**src/shared/timer8_regs.vh**
```
`ifndef TIMER8_REGS_VH
`define TIMER8_REGS_VH

// Register indices (printed offsets are not all multiples of four)
`define PRESCALER_VALUE_IDX 8'hD2
`define COUNT_VALUE_IDX     8'hD3
`define CTRL_STATUS_IDX     8'hD4

// Control/status field positions
`define UNDERFLOW_FLAG_BIT  7
`define IRQ_ENABLE_BIT      6
`define PIN_DIRECTION_BIT   5
`define PIN_DATA_BIT        4
`define PRESCALER_RUN_BIT   3
`define DIVISION_SEL_MSB    2
`define DIVISION_SEL_LSB    0

// Reset and reload values
`define PRESCALER_RESET     7'h7F
`define COUNT_RESET         8'hFF
`define CTRL_RESET          8'h00

// Internal clock divider ratio
`define INT_CLOCK_DIVIDE    4'hC

`endif

```
**src/core/prescaled_downcounter.v**
```verilog
// Local design decisions: the register offsets and the APB register port.
`timescale 1ns/1ns
`default_nettype none
`include "timer8_regs.vh"

// Contract
// Prescaler clocked by internal clock divided by 12 or by timer pin, per mode.
// Prescaler reaching zero reloads with 7Fh.
// Counter decrements once per rising edge of the selected prescaler tap.
// Counter at zero reloads 0FFh on the next count.
// Division select picks one of eight taps, dividing by 2 to the field.
// Run bit clear freezes counter, holds prescaler at 7Fh; set lets both run.
// Reset sets counter to 0FFh and prescaler to 7Fh.
// With run bit set, software may write prescaler values 0 to 7Fh.
// Counter readable and writable anytime; write loads it independent of prescaler.
// Decrement to zero sets underflow flag; with irq enable, interrupt request.
// Writing 00h to counter or one to control bit 7 also sets flag.
// Software clears underflow flag during service; hardware never clears it.
// Counter write coinciding with decrement to 00h wins; no flag set.
// Mode from direction and data bits: 00 event, 01 gated, 1x output.
// Gated mode counts divided internal clock only while timer pin is high.
// Event mode decrements prescaler on each rising edge at timer pin.
// Output mode clocks prescaler from internal clock divided by 12.
// Flag rising latches data bit; direction set drives latched value on pin.
// Direction bit set makes timer pin a push-pull output immediately; here the pin enable follows the bit one clock later.
// Wait state leaves timer running; its interrupt wakes the processor.
// Stop state freezes timer except in event counter mode.
// Software configures shared pin as input with pull-up in input modes.
// Control/status at 0D4h, reset 00h, fields flag,ie,dir,data,run,select.
// Counter value register at 0D3h, read/write, reset FFh.
// Prescaler register at 0D2h, reset 7Fh, bit 7 reads zero.
// Interrupt request is a level while flag and irq enable both set.
module prescaled_downcounter #(
  parameter PRESC_W = 7,
  parameter COUNT_W = 8
) (
  // Clock and reset
  input  wire        pclk,
  input  wire        presetn,
  // APB slave
  input  wire        psel,
  input  wire        penable,
  input  wire        pwrite,
  input  wire [11:0] paddr,
  input  wire [31:0] pwdata,
  input  wire [3:0]  pstrb,
  output reg  [31:0] prdata,
  output reg         pready,
  output reg         pslverr,
  // Timer pin
  input  wire        timer_pin_in,
  output reg         timer_pin_out,
  output reg         timer_pin_oe,
  // Power state
  input  wire        stop_mode,
  // Interrupt request
  output reg         timer_irq
);

  localparam MODE_EVENT  = 2'b00;
  localparam MODE_GATED  = 2'b01;
  localparam MODE_OUTPUT = 2'b10;

  reg [PRESC_W-1:0] prescaler_reg;
  reg [PRESC_W-1:0] prescaler_next;
  reg [COUNT_W-1:0] count_reg;
  reg [COUNT_W-1:0] count_next;
  reg [7:0]         ctrl_reg;
  reg [7:0]         ctrl_next;
  reg [3:0]         div12_reg;
  reg               pin_meta_reg;
  reg               pin_sync_reg;
  reg               pin_prev_reg;
  reg               data_latch_reg;
  reg               tap_prev_reg;
  reg               flag_prev_reg;

  wire       run       = ctrl_reg[`PRESCALER_RUN_BIT];
  wire       dir       = ctrl_reg[`PIN_DIRECTION_BIT];
  wire [2:0] div_sel   = ctrl_reg[`DIVISION_SEL_MSB:`DIVISION_SEL_LSB];
  wire [1:0] mode      = dir ? MODE_OUTPUT :
                         (ctrl_reg[`PIN_DATA_BIT] ? MODE_GATED : MODE_EVENT);
  wire       div12_hit = (div12_reg == `INT_CLOCK_DIVIDE - 4'h1);
  wire       pin_rise  = pin_sync_reg & ~pin_prev_reg;

  // APB decode; word index is byte address over four
  wire       access    = psel & penable;
  wire       wr_ok     = access & pwrite & pstrb[0];
  wire [9:0] word_idx  = paddr[11:2];
  wire       hit_presc = (word_idx == {2'b00, `PRESCALER_VALUE_IDX});
  wire       hit_count = (word_idx == {2'b00, `COUNT_VALUE_IDX});
  wire       hit_ctrl  = (word_idx == {2'b00, `CTRL_STATUS_IDX});
  wire       mapped    = hit_presc | hit_count | hit_ctrl;

  // Prescaler input tick selection
  reg presc_tick;
  always @* begin
    case (mode)
      MODE_EVENT:  presc_tick = pin_rise;
      MODE_GATED:  presc_tick = div12_hit & pin_sync_reg;
      MODE_OUTPUT: presc_tick = div12_hit;
      default:     presc_tick = 1'b0;
    endcase
    // Stop freezes everything but pin-clocked counting; wait has no effect
    if (stop_mode && mode != MODE_EVENT)
      presc_tick = 1'b0;
  end

  // Tap i toggles at prescaler clock over 2^i; tap 0 is tied low, select 0 takes the raw tick
  wire [PRESC_W-1:0] down_cnt = ~prescaler_reg;
  wire [PRESC_W:0]   taps;
  genvar             ti;

  assign taps[0] = 1'b0;
  generate
    for (ti = 0; ti < PRESC_W; ti = ti + 1) begin : g_tap
      assign taps[ti+1] = down_cnt[ti];
    end
  endgenerate

  wire               tap_val  = taps[div_sel];
  wire               count_tick = run & presc_tick &
                                  ((div_sel == 3'h0) | (~tap_prev_reg & tap_val));

  reg write_zero_flag;
  reg hw_underflow;
  always @* begin
    prescaler_next  = prescaler_reg;
    count_next      = count_reg;
    ctrl_next       = ctrl_reg;
    write_zero_flag = 1'b0;
    hw_underflow    = 1'b0;
    if (!run) begin
      prescaler_next = `PRESCALER_RESET;
    end else if (presc_tick) begin
      if (prescaler_reg == {PRESC_W{1'b0}})
        prescaler_next = `PRESCALER_RESET;
      else
        prescaler_next = prescaler_reg - 1'b1;
    end
    if (count_tick) begin
      if (count_reg == {COUNT_W{1'b0}})
        count_next = `COUNT_RESET;
      else
        count_next = count_reg - 1'b1;
      hw_underflow = (count_reg == {{(COUNT_W-1){1'b0}}, 1'b1});
    end
    if (wr_ok && hit_presc && run)
      prescaler_next = pwdata[PRESC_W-1:0];
    if (wr_ok && hit_count) begin
      count_next      = pwdata[COUNT_W-1:0];
      hw_underflow    = 1'b0;
      write_zero_flag = (pwdata[COUNT_W-1:0] == {COUNT_W{1'b0}});
    end
    if (wr_ok && hit_ctrl)
      ctrl_next = pwdata[7:0];
    // Hardware set beats a coincident software clear
    if (hw_underflow || write_zero_flag)
      ctrl_next[`UNDERFLOW_FLAG_BIT] = 1'b1;
  end

  // Divider stalls in stop so the internal clock source is frozen
  reg [3:0]  div12_next;
  always @* begin
    div12_next = div12_reg;
    if (!stop_mode)
      div12_next = div12_hit ? 4'h0 : div12_reg + 4'h1;
  end

  // Tap history moves only with the prescaler, so one tap edge is one count
  reg        tap_prev_next;
  always @* begin
    tap_prev_next = tap_prev_reg;
    if (presc_tick)
      tap_prev_next = tap_val;
  end

  // Flag history for the rising-edge latch
  wire       flag_now  = ctrl_reg[`UNDERFLOW_FLAG_BIT];
  wire       flag_rise = flag_now & ~flag_prev_reg;

  // Output latch follows the flag's rising edge only
  reg        data_latch_next;
  always @* begin
    data_latch_next = data_latch_reg;
    if (flag_rise)
      data_latch_next = ctrl_reg[`PIN_DATA_BIT];
  end

  // Pin drive; enable lags the direction bit by one clock
  reg        pin_out_next;
  reg        pin_oe_next;
  always @* begin
    pin_out_next = data_latch_reg;
    pin_oe_next  = dir;
  end

  // Level request also serves as the wake event
  reg        irq_next;
  always @* begin
    irq_next = flag_now & ctrl_reg[`IRQ_ENABLE_BIT];
  end

  // Zero-wait slave: pready high in the first cycle of the access phase
  reg        pready_next;
  reg        pslverr_next;
  always @* begin
    pready_next  = psel & ~penable;
    pslverr_next = psel & ~penable & ~mapped;
  end

  // Read data captured at setup and held until the next read setup
  reg [31:0] rd_data_next;
  always @* begin
    rd_data_next = prdata;
    if (psel && !penable && !pwrite) begin
      case (word_idx)
        {2'b00, `PRESCALER_VALUE_IDX}: rd_data_next = {25'h0000000, prescaler_reg};
        {2'b00, `COUNT_VALUE_IDX}:     rd_data_next = {24'h000000, count_reg};
        {2'b00, `CTRL_STATUS_IDX}:     rd_data_next = {24'h000000, ctrl_reg};
        default:                       rd_data_next = 32'h0000_0000;
      endcase
    end
  end

  // Prescaler
  always @(posedge pclk or negedge presetn) begin
    if (!presetn) begin
      prescaler_reg <= `PRESCALER_RESET;
    end else begin
      prescaler_reg <= prescaler_next;
    end
  end

  // Counter
  always @(posedge pclk or negedge presetn) begin
    if (!presetn) begin
      count_reg <= `COUNT_RESET;
    end else begin
      count_reg <= count_next;
    end
  end

  // Control and status
  always @(posedge pclk or negedge presetn) begin
    if (!presetn) begin
      ctrl_reg <= `CTRL_RESET;
    end else begin
      ctrl_reg <= ctrl_next;
    end
  end

  // Internal divider
  always @(posedge pclk or negedge presetn) begin
    if (!presetn) begin
      div12_reg <= 4'h0;
    end else begin
      div12_reg <= div12_next;
    end
  end

  // First synchroniser stage; nothing but the second stage reads it
  always @(posedge pclk or negedge presetn) begin
    if (!presetn) begin
      pin_meta_reg <= 1'b0;
    end else begin
      pin_meta_reg <= timer_pin_in;
    end
  end

  // Second synchroniser stage
  always @(posedge pclk or negedge presetn) begin
    if (!presetn) begin
      pin_sync_reg <= 1'b0;
    end else begin
      pin_sync_reg <= pin_meta_reg;
    end
  end

  // Pin history for edge detection
  always @(posedge pclk or negedge presetn) begin
    if (!presetn) begin
      pin_prev_reg <= 1'b0;
    end else begin
      pin_prev_reg <= pin_sync_reg;
    end
  end

  // Tap history
  always @(posedge pclk or negedge presetn) begin
    if (!presetn) begin
      tap_prev_reg <= 1'b0;
    end else begin
      tap_prev_reg <= tap_prev_next;
    end
  end

  // Flag history
  always @(posedge pclk or negedge presetn) begin
    if (!presetn) begin
      flag_prev_reg <= 1'b0;
    end else begin
      flag_prev_reg <= flag_now;
    end
  end

  // Output data latch
  always @(posedge pclk or negedge presetn) begin
    if (!presetn) begin
      data_latch_reg <= 1'b0;
    end else begin
      data_latch_reg <= data_latch_next;
    end
  end

  // Driven pin level
  always @(posedge pclk or negedge presetn) begin
    if (!presetn) begin
      timer_pin_out <= 1'b0;
    end else begin
      timer_pin_out <= pin_out_next;
    end
  end

  // Pin output enable
  always @(posedge pclk or negedge presetn) begin
    if (!presetn) begin
      timer_pin_oe <= 1'b0;
    end else begin
      timer_pin_oe <= pin_oe_next;
    end
  end

  // Interrupt request
  always @(posedge pclk or negedge presetn) begin
    if (!presetn) begin
      timer_irq <= 1'b0;
    end else begin
      timer_irq <= irq_next;
    end
  end

  // Read data
  always @(posedge pclk or negedge presetn) begin
    if (!presetn) begin
      prdata <= 32'h0000_0000;
    end else begin
      prdata <= rd_data_next;
    end
  end

  // Ready
  always @(posedge pclk or negedge presetn) begin
    if (!presetn) begin
      pready <= 1'b0;
    end else begin
      pready <= pready_next;
    end
  end

  // Slave error
  always @(posedge pclk or negedge presetn) begin
    if (!presetn) begin
      pslverr <= 1'b0;
    end else begin
      pslverr <= pslverr_next;
    end
  end

endmodule

`default_nettype wire

```
**config.mk**
```make
export PLATFORM = sky130hd
export DESIGN_NAME = prescaled_downcounter
export DESIGN_NICKNAME = d
export VERILOG_FILES = /design/src/core/prescaled_downcounter.v
export VERILOG_INCLUDE_DIRS = /design/src /design/src/shared
export SDC_FILE = /design/constraint.sdc
export NUM_CORES = 1
export LEC_CHECK = 0
export BUFFER_PORTS_ARGS = -buffer_cell sky130_fd_sc_hd__buf_4
export CORE_ASPECT_RATIO = 0.5
export CORE_MARGIN = 2
export CORE_UTILIZATION = 46
export DETAILED_ROUTE_END_ITERATION = 6
export GPL_ROUTABILITY_DRIVEN = 0
export PLACE_DENSITY = 0.84
export SYNTH_ARGS = -nofsm -noshare
export SYNTH_HDL_FRONTEND = slang
export SYNTH_SLANG_ARGS = --single-unit
```
**constraint.sdc**
```tcl
create_clock -name pclk -period 2.54 [get_ports pclk]
set_clock_uncertainty 0.15 [all_clocks]
set_input_delay 0.508 -clock pclk [delete_from_list [all_inputs] [get_ports pclk]]
set_output_delay 0.508 -clock pclk [all_outputs]
set_load 0.02 [all_outputs]
```
==> summary.txt, run 1 <==
STA
  • Setup TNS: 0 ns
  • Setup WS post-layout: approximately 0.15 ns
  • Max-slew headroom: 0.4925
  • Tightest Pin Transition: ~0.76 ns
  • Max Slew Vio Count: 0
  • Final-report setup violation count: 0
  • Fmax: approximately 420 MHz
  • Final hold violation count: 0
  • Crit share post-route: 0.9403
  • Tmin final: approximately 2.4 ns
  • RSZ-0062 raised after global routing: no

Clock network
  • Post-CTS Hold Fix Bufs: 0
  • Root Driver: clkbuf_16
  • Setup Fix Bufs, Post-CTS: 0
  • Clk buf depth: 2
  • Cts repair resizes: 0
  • Number of CTS-inserted buffers: 5
  • Clock latency on the worst-skew pair: roughly 0.29 ns
  • Htree depth: 2
  • Sink Count: 46
  • Clk slew on worst S/H paths: about 0.060 ns
  • CTS tree: done

Worst setup path
  • CP arrival: approximately 2.5 ns
  • Startpoint Class: register
  • CP Data Required Time: ~2.6 ns
  • Reg2reg start: prescaler_reg[0]$_DFFE_PN1P_
  • Critical path class: register to register
  • R2R Setup Slk: approximately 0.15 ns
  • R2r endpoint: prescaler_reg[0]$_DFFE_PN1P_
  • Worst reg2reg path depth: 6
  • Crit path capture type: register
  • Crit path max fanout: 9

Final layout
  • Design Area, Final: between 3000 and 4000 um2
  • Fin nets: 400
  • FF/Latch Area: between 1000 and 1500 um2
  • Share of cells above drive strength 1: 0.2941
  • Area grow syn2layout: 18.06%
  • Multi-input logic area: 1453 um2
  • Layout fillers: 500
  • # diodes: 0
  • Commonest non-fill, non-tap cell in the layout: buf_4
  • Most frequent cells in the layout: buf_4, dfrtp_1, conb_1
  • Post-Layout Cell Count: 417

Routing
  • Starting DRT DRC Count: around 350
  • Vias per cell: slightly below 6
  • Drt total wl: between 7 and 8 mm
  • TritonRoute pass-1 iters: 6
  • Wire length per cell: approximately 17 um
  • Post-route ant nets: 0
  • DRC Markers: 0
  • Via count: between 2000 and 2500

Status
  • Status: completed

Job
  • Max-capacitance violation count: 0

Synthesis
  • Sequential area share after synthesis: 0.4128
  • Mapped Area: between 2000 and 3000 um2
  • Cell count after synthesis: 292
  • Post-synth ARST share: 1.000
  • Avg Inst Size Synth: 9.705 um2
  • Share of the synthesized area in the top cell type: 0.2737
  • Largest cells by area after synthesis: dfrtp_1, dfstp_2, buf_4
  • Netlist cell types: 60
  • Number of synthesized flops with an enable pin: 0
  • Synth Flop Type: dfrtp_1
  • Cell taking the most area after synthesis: dfrtp_1
  • Yosys reg bits: 46
  • Synth warn: 0

Floorplan
  • Io pins: between 90 and 100
  • Core area: around 6000 um2
  • Die ar.: ~7000 um2
  • DIE WIDTH: approximately 120 um
  • Die Y: 59.50 um
  • Rows: 20
  • Initial Util: 0.4719

GRT
  • Largest net degree at the start of global routing: 47
  • Initial antenna violation count: 0
  • Global-route wire length before repair: 11.14 mm
  • Via count of the first global-routing pass: about 2300
  • Gr ovfl total: 0
  • GRT Util Overall: 0.2117

Placement
  • Post-Place Cell Area: 3177 um2
  • Half-perimeter wire length after placement: between 5 and 6 mm
  • Port Buffers: 38
  • # placed instances: between 400 and 500
  • Place WS: between 0.0015 and 0.002 ns

Power and ir drop
  • PwrDens: about 540 nW/um2
  • Leakage power: ~1.6 nW
  • Peak VDD IR: approximately 270 uV

Worst hold path
  • Worst min-delay path class: input pin to asynchronous set/reset pin
worst max-delay path by stage:
stage,startpoint,to,slack [ns],cells after the start
6_report,prescaler_reg[0]$_DFFE_PN1P_,prescaler_reg[0]$_DFFE_PN1P_,0.15,6
4_1_cts,prescaler_reg[0]$_DFFE_PN1P_,prescaler_reg[0]$_DFFE_PN1P_,0.19,6
2_1_floorplan,paddr[11],count_reg[7]$_DFFE_PN1P_,0.01,6
5_1_grt,div12_reg[1]$_DFFE_PN0N_,count_reg[6]$_DFFE_PN1P_,0.07,8
3_3_place_gp,paddr[11],prescaler_reg[4]$_DFFE_PN1P_,0.02,6
3_5_place_dp,paddr[11],count_reg[7]$_DFFE_PN1P_,0.002,5
layer usage:
| layer | vias to the layer above | wire (um) | GRT usage |
|---|---|---|---|
| li1 | 1121 | - | - |
| met1 | 1180 | 3004 | 0.2735 |
| met2 | 158 | 3228 | 0.3521 |
| met3 | 28 | 613 | 0.03885 |
| met4 | 0 | 220 | 0.09811 |
| met5 | - | 0 | 0 |
cells in the mapped netlist (3+ instances only):
cell / n
mux2_2: 13
o21ai_0: 19
a2bb2oi_1: 5
a211o_1: 3
a21oi_1: 11
nand3_1: 3
nand2b_1: 6
nor3_1: 6
a41o_1: 3
a32oi_1: 4
dfrtp_1: 31
a31oi_1: 7
or3_1: 3
clkbuf_1: 9
nor4_1: 4
o22a_1: 3
nor4b_1: 5
nor2b_1: 3
nor2_1: 14
nand3b_1: 3
buf_4: 24
nand2_1: 22
mux2i_1: 5
and2_1: 4
a22o_1: 5
dfstp_2: 15
ha_1: 6
inv_1: 16
cells by family after synthesis:
logic type,synth area share
buf+inv,0.1064
other cells,0.001323
mux,0.06932
simple gates,0.1828
flops,0.4128
fa+ha+maj,0.02649
xor+xnor,0.006182
compound gates,0.1947
area by class of cell:
class                      instances  area share
clock buffer                       5     0.03740
inverter                          16     0.01795
timing repair buffer              53      0.1189
clock inverter                     3     0.01309
sequential                        46      0.3497
tap                               77     0.02880
multi-input combinational        217      0.4342
metrics by stage:
stage          hold slack [ns]  total power [mW]    util
2_1_floorplan          0.06241            0.9965       -
3_3_place_gp            0.1857             1.048  0.5290
3_5_place_dp            0.1997             1.069  0.5290
4_1_cts                0.08574             1.818  0.5571
5_1_grt                 0.1148             1.883  0.5571
6_report               0.06331             1.807  0.5571
report_power, final:
part | switching (mW) | total [mW] | internal [mW] | leakage [nW]
Sequential | 0.0395 | 0.815 | 0.775 | 0.573
Clock | 0.283 | 0.748 | 0.466 | 0.0842
Combinational | 0.139 | 0.244 | 0.105 | 0.898
worst max-delay path, stage by stage, from the launching register on:
cell and delay [ns]:
dfstp_2 0.60, inv_1 0.08, ha_1 0.22, a31o_2 0.22
a21oi_1 0.60, a2bb2oi_1 0.14, mux2_2 0.29
(Power assumes the default switching activity.)
==> run 2: changes to the inputs <==
--- a/config.mk
+++ b/config.mk
@@ -9,10 +9,11 @@
 export BUFFER_PORTS_ARGS = -buffer_cell sky130_fd_sc_hd__buf_4
 export CORE_ASPECT_RATIO = 0.5
 export CORE_MARGIN = 2
-export CORE_UTILIZATION = 46
+export CORE_UTILIZATION = 48
+export CTS_BUF_LIST = sky130_fd_sc_hd__clkbuf_4
 export DETAILED_ROUTE_END_ITERATION = 6
 export GPL_ROUTABILITY_DRIVEN = 0
-export PLACE_DENSITY = 0.84
+export PLACE_DENSITY = 0.89
 export SYNTH_ARGS = -nofsm -noshare
 export SYNTH_HDL_FRONTEND = slang
 export SYNTH_SLANG_ARGS = --single-unit
==> summary.txt, run 2 (synthesis gave the netlist of run 1 again) <==
Final layout
  • Layout fillers: 441 (-12%)
  • Fin nets: 400 (unchanged)
  • Share of cells above drive strength 1: 0.2941 (unchanged)
  • # diodes: 0 (unchanged)
  • Area grow syn2layout: 15.14%
  • Commonest non-fill, non-tap cell in the layout: buf_4
  • Most frequent cells in the layout: buf_4, dfrtp_1, conb_1
  • Design Area, Final: 3263 um2 (-2.5%)
  • Post-Layout Cell Count: 413 (-0.96%)

Worst setup path
  • CP Data Required Time: 2.73 ns (+0.12 ns)
  • Crit path max fanout: 16 (+7)
  • Startpoint Class: register
  • Slowest-stage cell, CP: dfrtp_1
  • CP arrival: 2.59 ns (+0.13 ns)
  • Critical path class: register to register
  • Worst reg2reg path depth: 6 (unchanged)
  • Critical-path cell list: mux2_2 > or3_1 > a31oi_2 > buf_4 > nor4b_1 > a211o_1
  • Crit path capture type: register
  • Largest stage delay on the critical path: 0.54 ns (-0.06 ns)

Routing
  • TritonRoute pass-1 iters: 5 (-1)
  • Wire length per cell: 16.95 um (about the same)
  • Vias per cell: 6.022 (+0.97%)
  • Starting DRT DRC Count: 267 (-24%)
  • Post-route ant nets: 0 (unchanged)
  • Drt total wl: 6.999 mm (-0.96%)
  • Via count: 2487 (unchanged)
  • DRC Markers: 0 (unchanged)

Floorplan
  • Die ar.: 6572 um2 (-3.9%)
  • Initial Util: 0.5073 (+0.03540)
  • Rows: 19 (-5.0%)
  • DIE WIDTH: 112.7 um (-2.0%)
  • Core area: 5587 um2 (-7.0%)
  • Io pins: 92 (unchanged)
  • Die Y: 58.34 um (-2.0%)

Placement
  • Post-Place Cell Area: 3171 um2 (-0.20%)
  • # placed instances: 404 (-1.2%)
  • Half-perimeter wire length after placement: 5.215 mm (+1.5%)
  • Place WS: -0.05595 ns (-0.05789 ns)
  • Port Buffers: 38 (unchanged)

STA
  • Setup TNS: 0 ns (unchanged)
  • RSZ-0062 raised after global routing: no
  • Final-report setup violation count: 0 (unchanged)
  • Max-slew headroom: 0.5190 (+0.02654)
  • Tightest Pin Transition: 0.7215 ns (-0.03981 ns)
  • Max Slew Vio Count: 0 (unchanged)
  • Tmin final: 2.406 ns (+0.01743 ns)
  • Crit share post-route: 0.9472 (+0.006864)
  • Fmax: 415.7 MHz (-0.72%)
  • Final hold violation count: 0 (unchanged)
  • Setup WS post-layout: 0.1342 ns (-0.01743 ns)

Clock network
  • Number of CTS-inserted buffers: 5 (unchanged)
  • Root Driver: clkbuf_4
  • CTS tree: done
  • Sink Count: 46 (unchanged)
  • Clk slew on worst S/H paths: 0.14 ns (+0.08 ns)
  • Clock latency on the worst-skew pair: 0.38 ns (+0.09 ns)
  • Clk buf depth: 2 (unchanged)
  • Htree depth: 2 (unchanged)

GRT
  • Initial antenna violation count: 0 (unchanged)
  • Gr ovfl total: 0 (unchanged)
  • Global-route wire length before repair: 11.69 mm (+5.0%)
  • Largest net degree at the start of global routing: 47 (unchanged)
  • GRT Util Overall: 0.2279 (+0.01624)
  • Via count of the first global-routing pass: 2444 (+6.1%)

Worst hold path
  • Worst min-delay path class: input pin to register
  • WHS Path Cells: 1

Power and ir drop
  • Peak VDD IR: 312.7 uV (+16%)
  • PwrDens: 469.7 nW/um2 (-13%)
  • Leakage power: 1.512 nW (-2.7%)

Job
  • Max-capacitance violation count: 0 (unchanged)

Status
  • Status: completed
## run 2: cell count changes in the layout (fill, tap and decap cells not counted), sizes merged
cell	before	now
clkinvlp	0	1
buf	53	52
clkinv	1	0
clkbuf	5	6
inv	17	16
dlygate4sd3	0	1
## run 2: critical path: cells and delay by family, from the launching register on
family                 cells  cell delay, ns
AOI/OAI and AO/OA          2            0.37
DFF                        1            0.54
buffers and inverters      1            0.24
and+or+nand+nor            2            0.67
muxes                      1            0.39
## run 2: routing by layer
metal,wire length [um],vias up,part of all wire,global-route usage
met2,3250,154,0.46,0.3772
met4,249,0,0.036,0.1220
met3,690,29,0.099,0.05046
li1,-,1127,-,-
met5,0,-,0,0
met1,2808,1177,0.40,0.2874
## run 2: path summary, 6_finish.rpt
kind | startpoint | slack, ns | to
min | timer_pin_in | 0.08 | pin_meta_reg$_DFF_PN0_
max | ctrl_reg[0]$_DFFE_PN0P_ | 0.13 | count_reg[4]$_DFFE_PN1P_
max in group asynchronous | presetn | 1.34 | ctrl_reg[7]$_DFFE_PN0P_
max reg2reg | ctrl_reg[0]$_DFFE_PN0P_ | 0.13 | count_reg[4]$_DFFE_PN1P_
min reg2reg | pin_meta_reg$_DFF_PN0_ | 0.23 | pin_sync_reg$_DFF_PN0_
min in group asynchronous | presetn | 0.51 | ctrl_reg[3]$_DFFE_PN0P_
## run 2: timing repair
| item | in CTS | in global routing |
|---|---|---|
| setup buffers | 0 | 0 |
| hold buffers | 1 | 0 |
| gates resized for setup | 0 | 0 |
| endpoints found under the hold margin | 31 | 0 |
## run 2: layout make-up
type	count	area (um2)	share of cell area
clock buffers	6	45.04	0.01380
flip-flops and latches	46	1170	0.3585
inverters	16	60.06	0.01840
repair buffers	53	400.4	0.1227
well taps	73	91.34	0.02799
multi-input cells	217	1459	0.4471
clock inverters	2	37.54	0.01150
## run 2: power breakdown
group / internal, mW / total (mW) / switching (mW)
combinational: 0.105 / 0.248 / 0.143
sequential: 0.775 / 0.814 / 0.0394
clock: 0.218 / 0.470 / 0.252
total: 1.10 / 1.53 / 0.434
## run 2: through the flow
| stage | total power [mW] | utilization | hold slack (ns) |
|---|---|---|---|
| after floorplan | 0.9965 | - | 0.06241 |
| after global placement | 1.045 | 0.5675 | 0.1870 |
| after detailed placement | 1.069 | 0.5675 | 0.2004 |
| after CTS | 1.531 | 0.5841 | 0.07189 |
| after global routing | 1.599 | 0.5841 | 0.06844 |
| final | 1.533 | 0.5841 | 0.08275 |
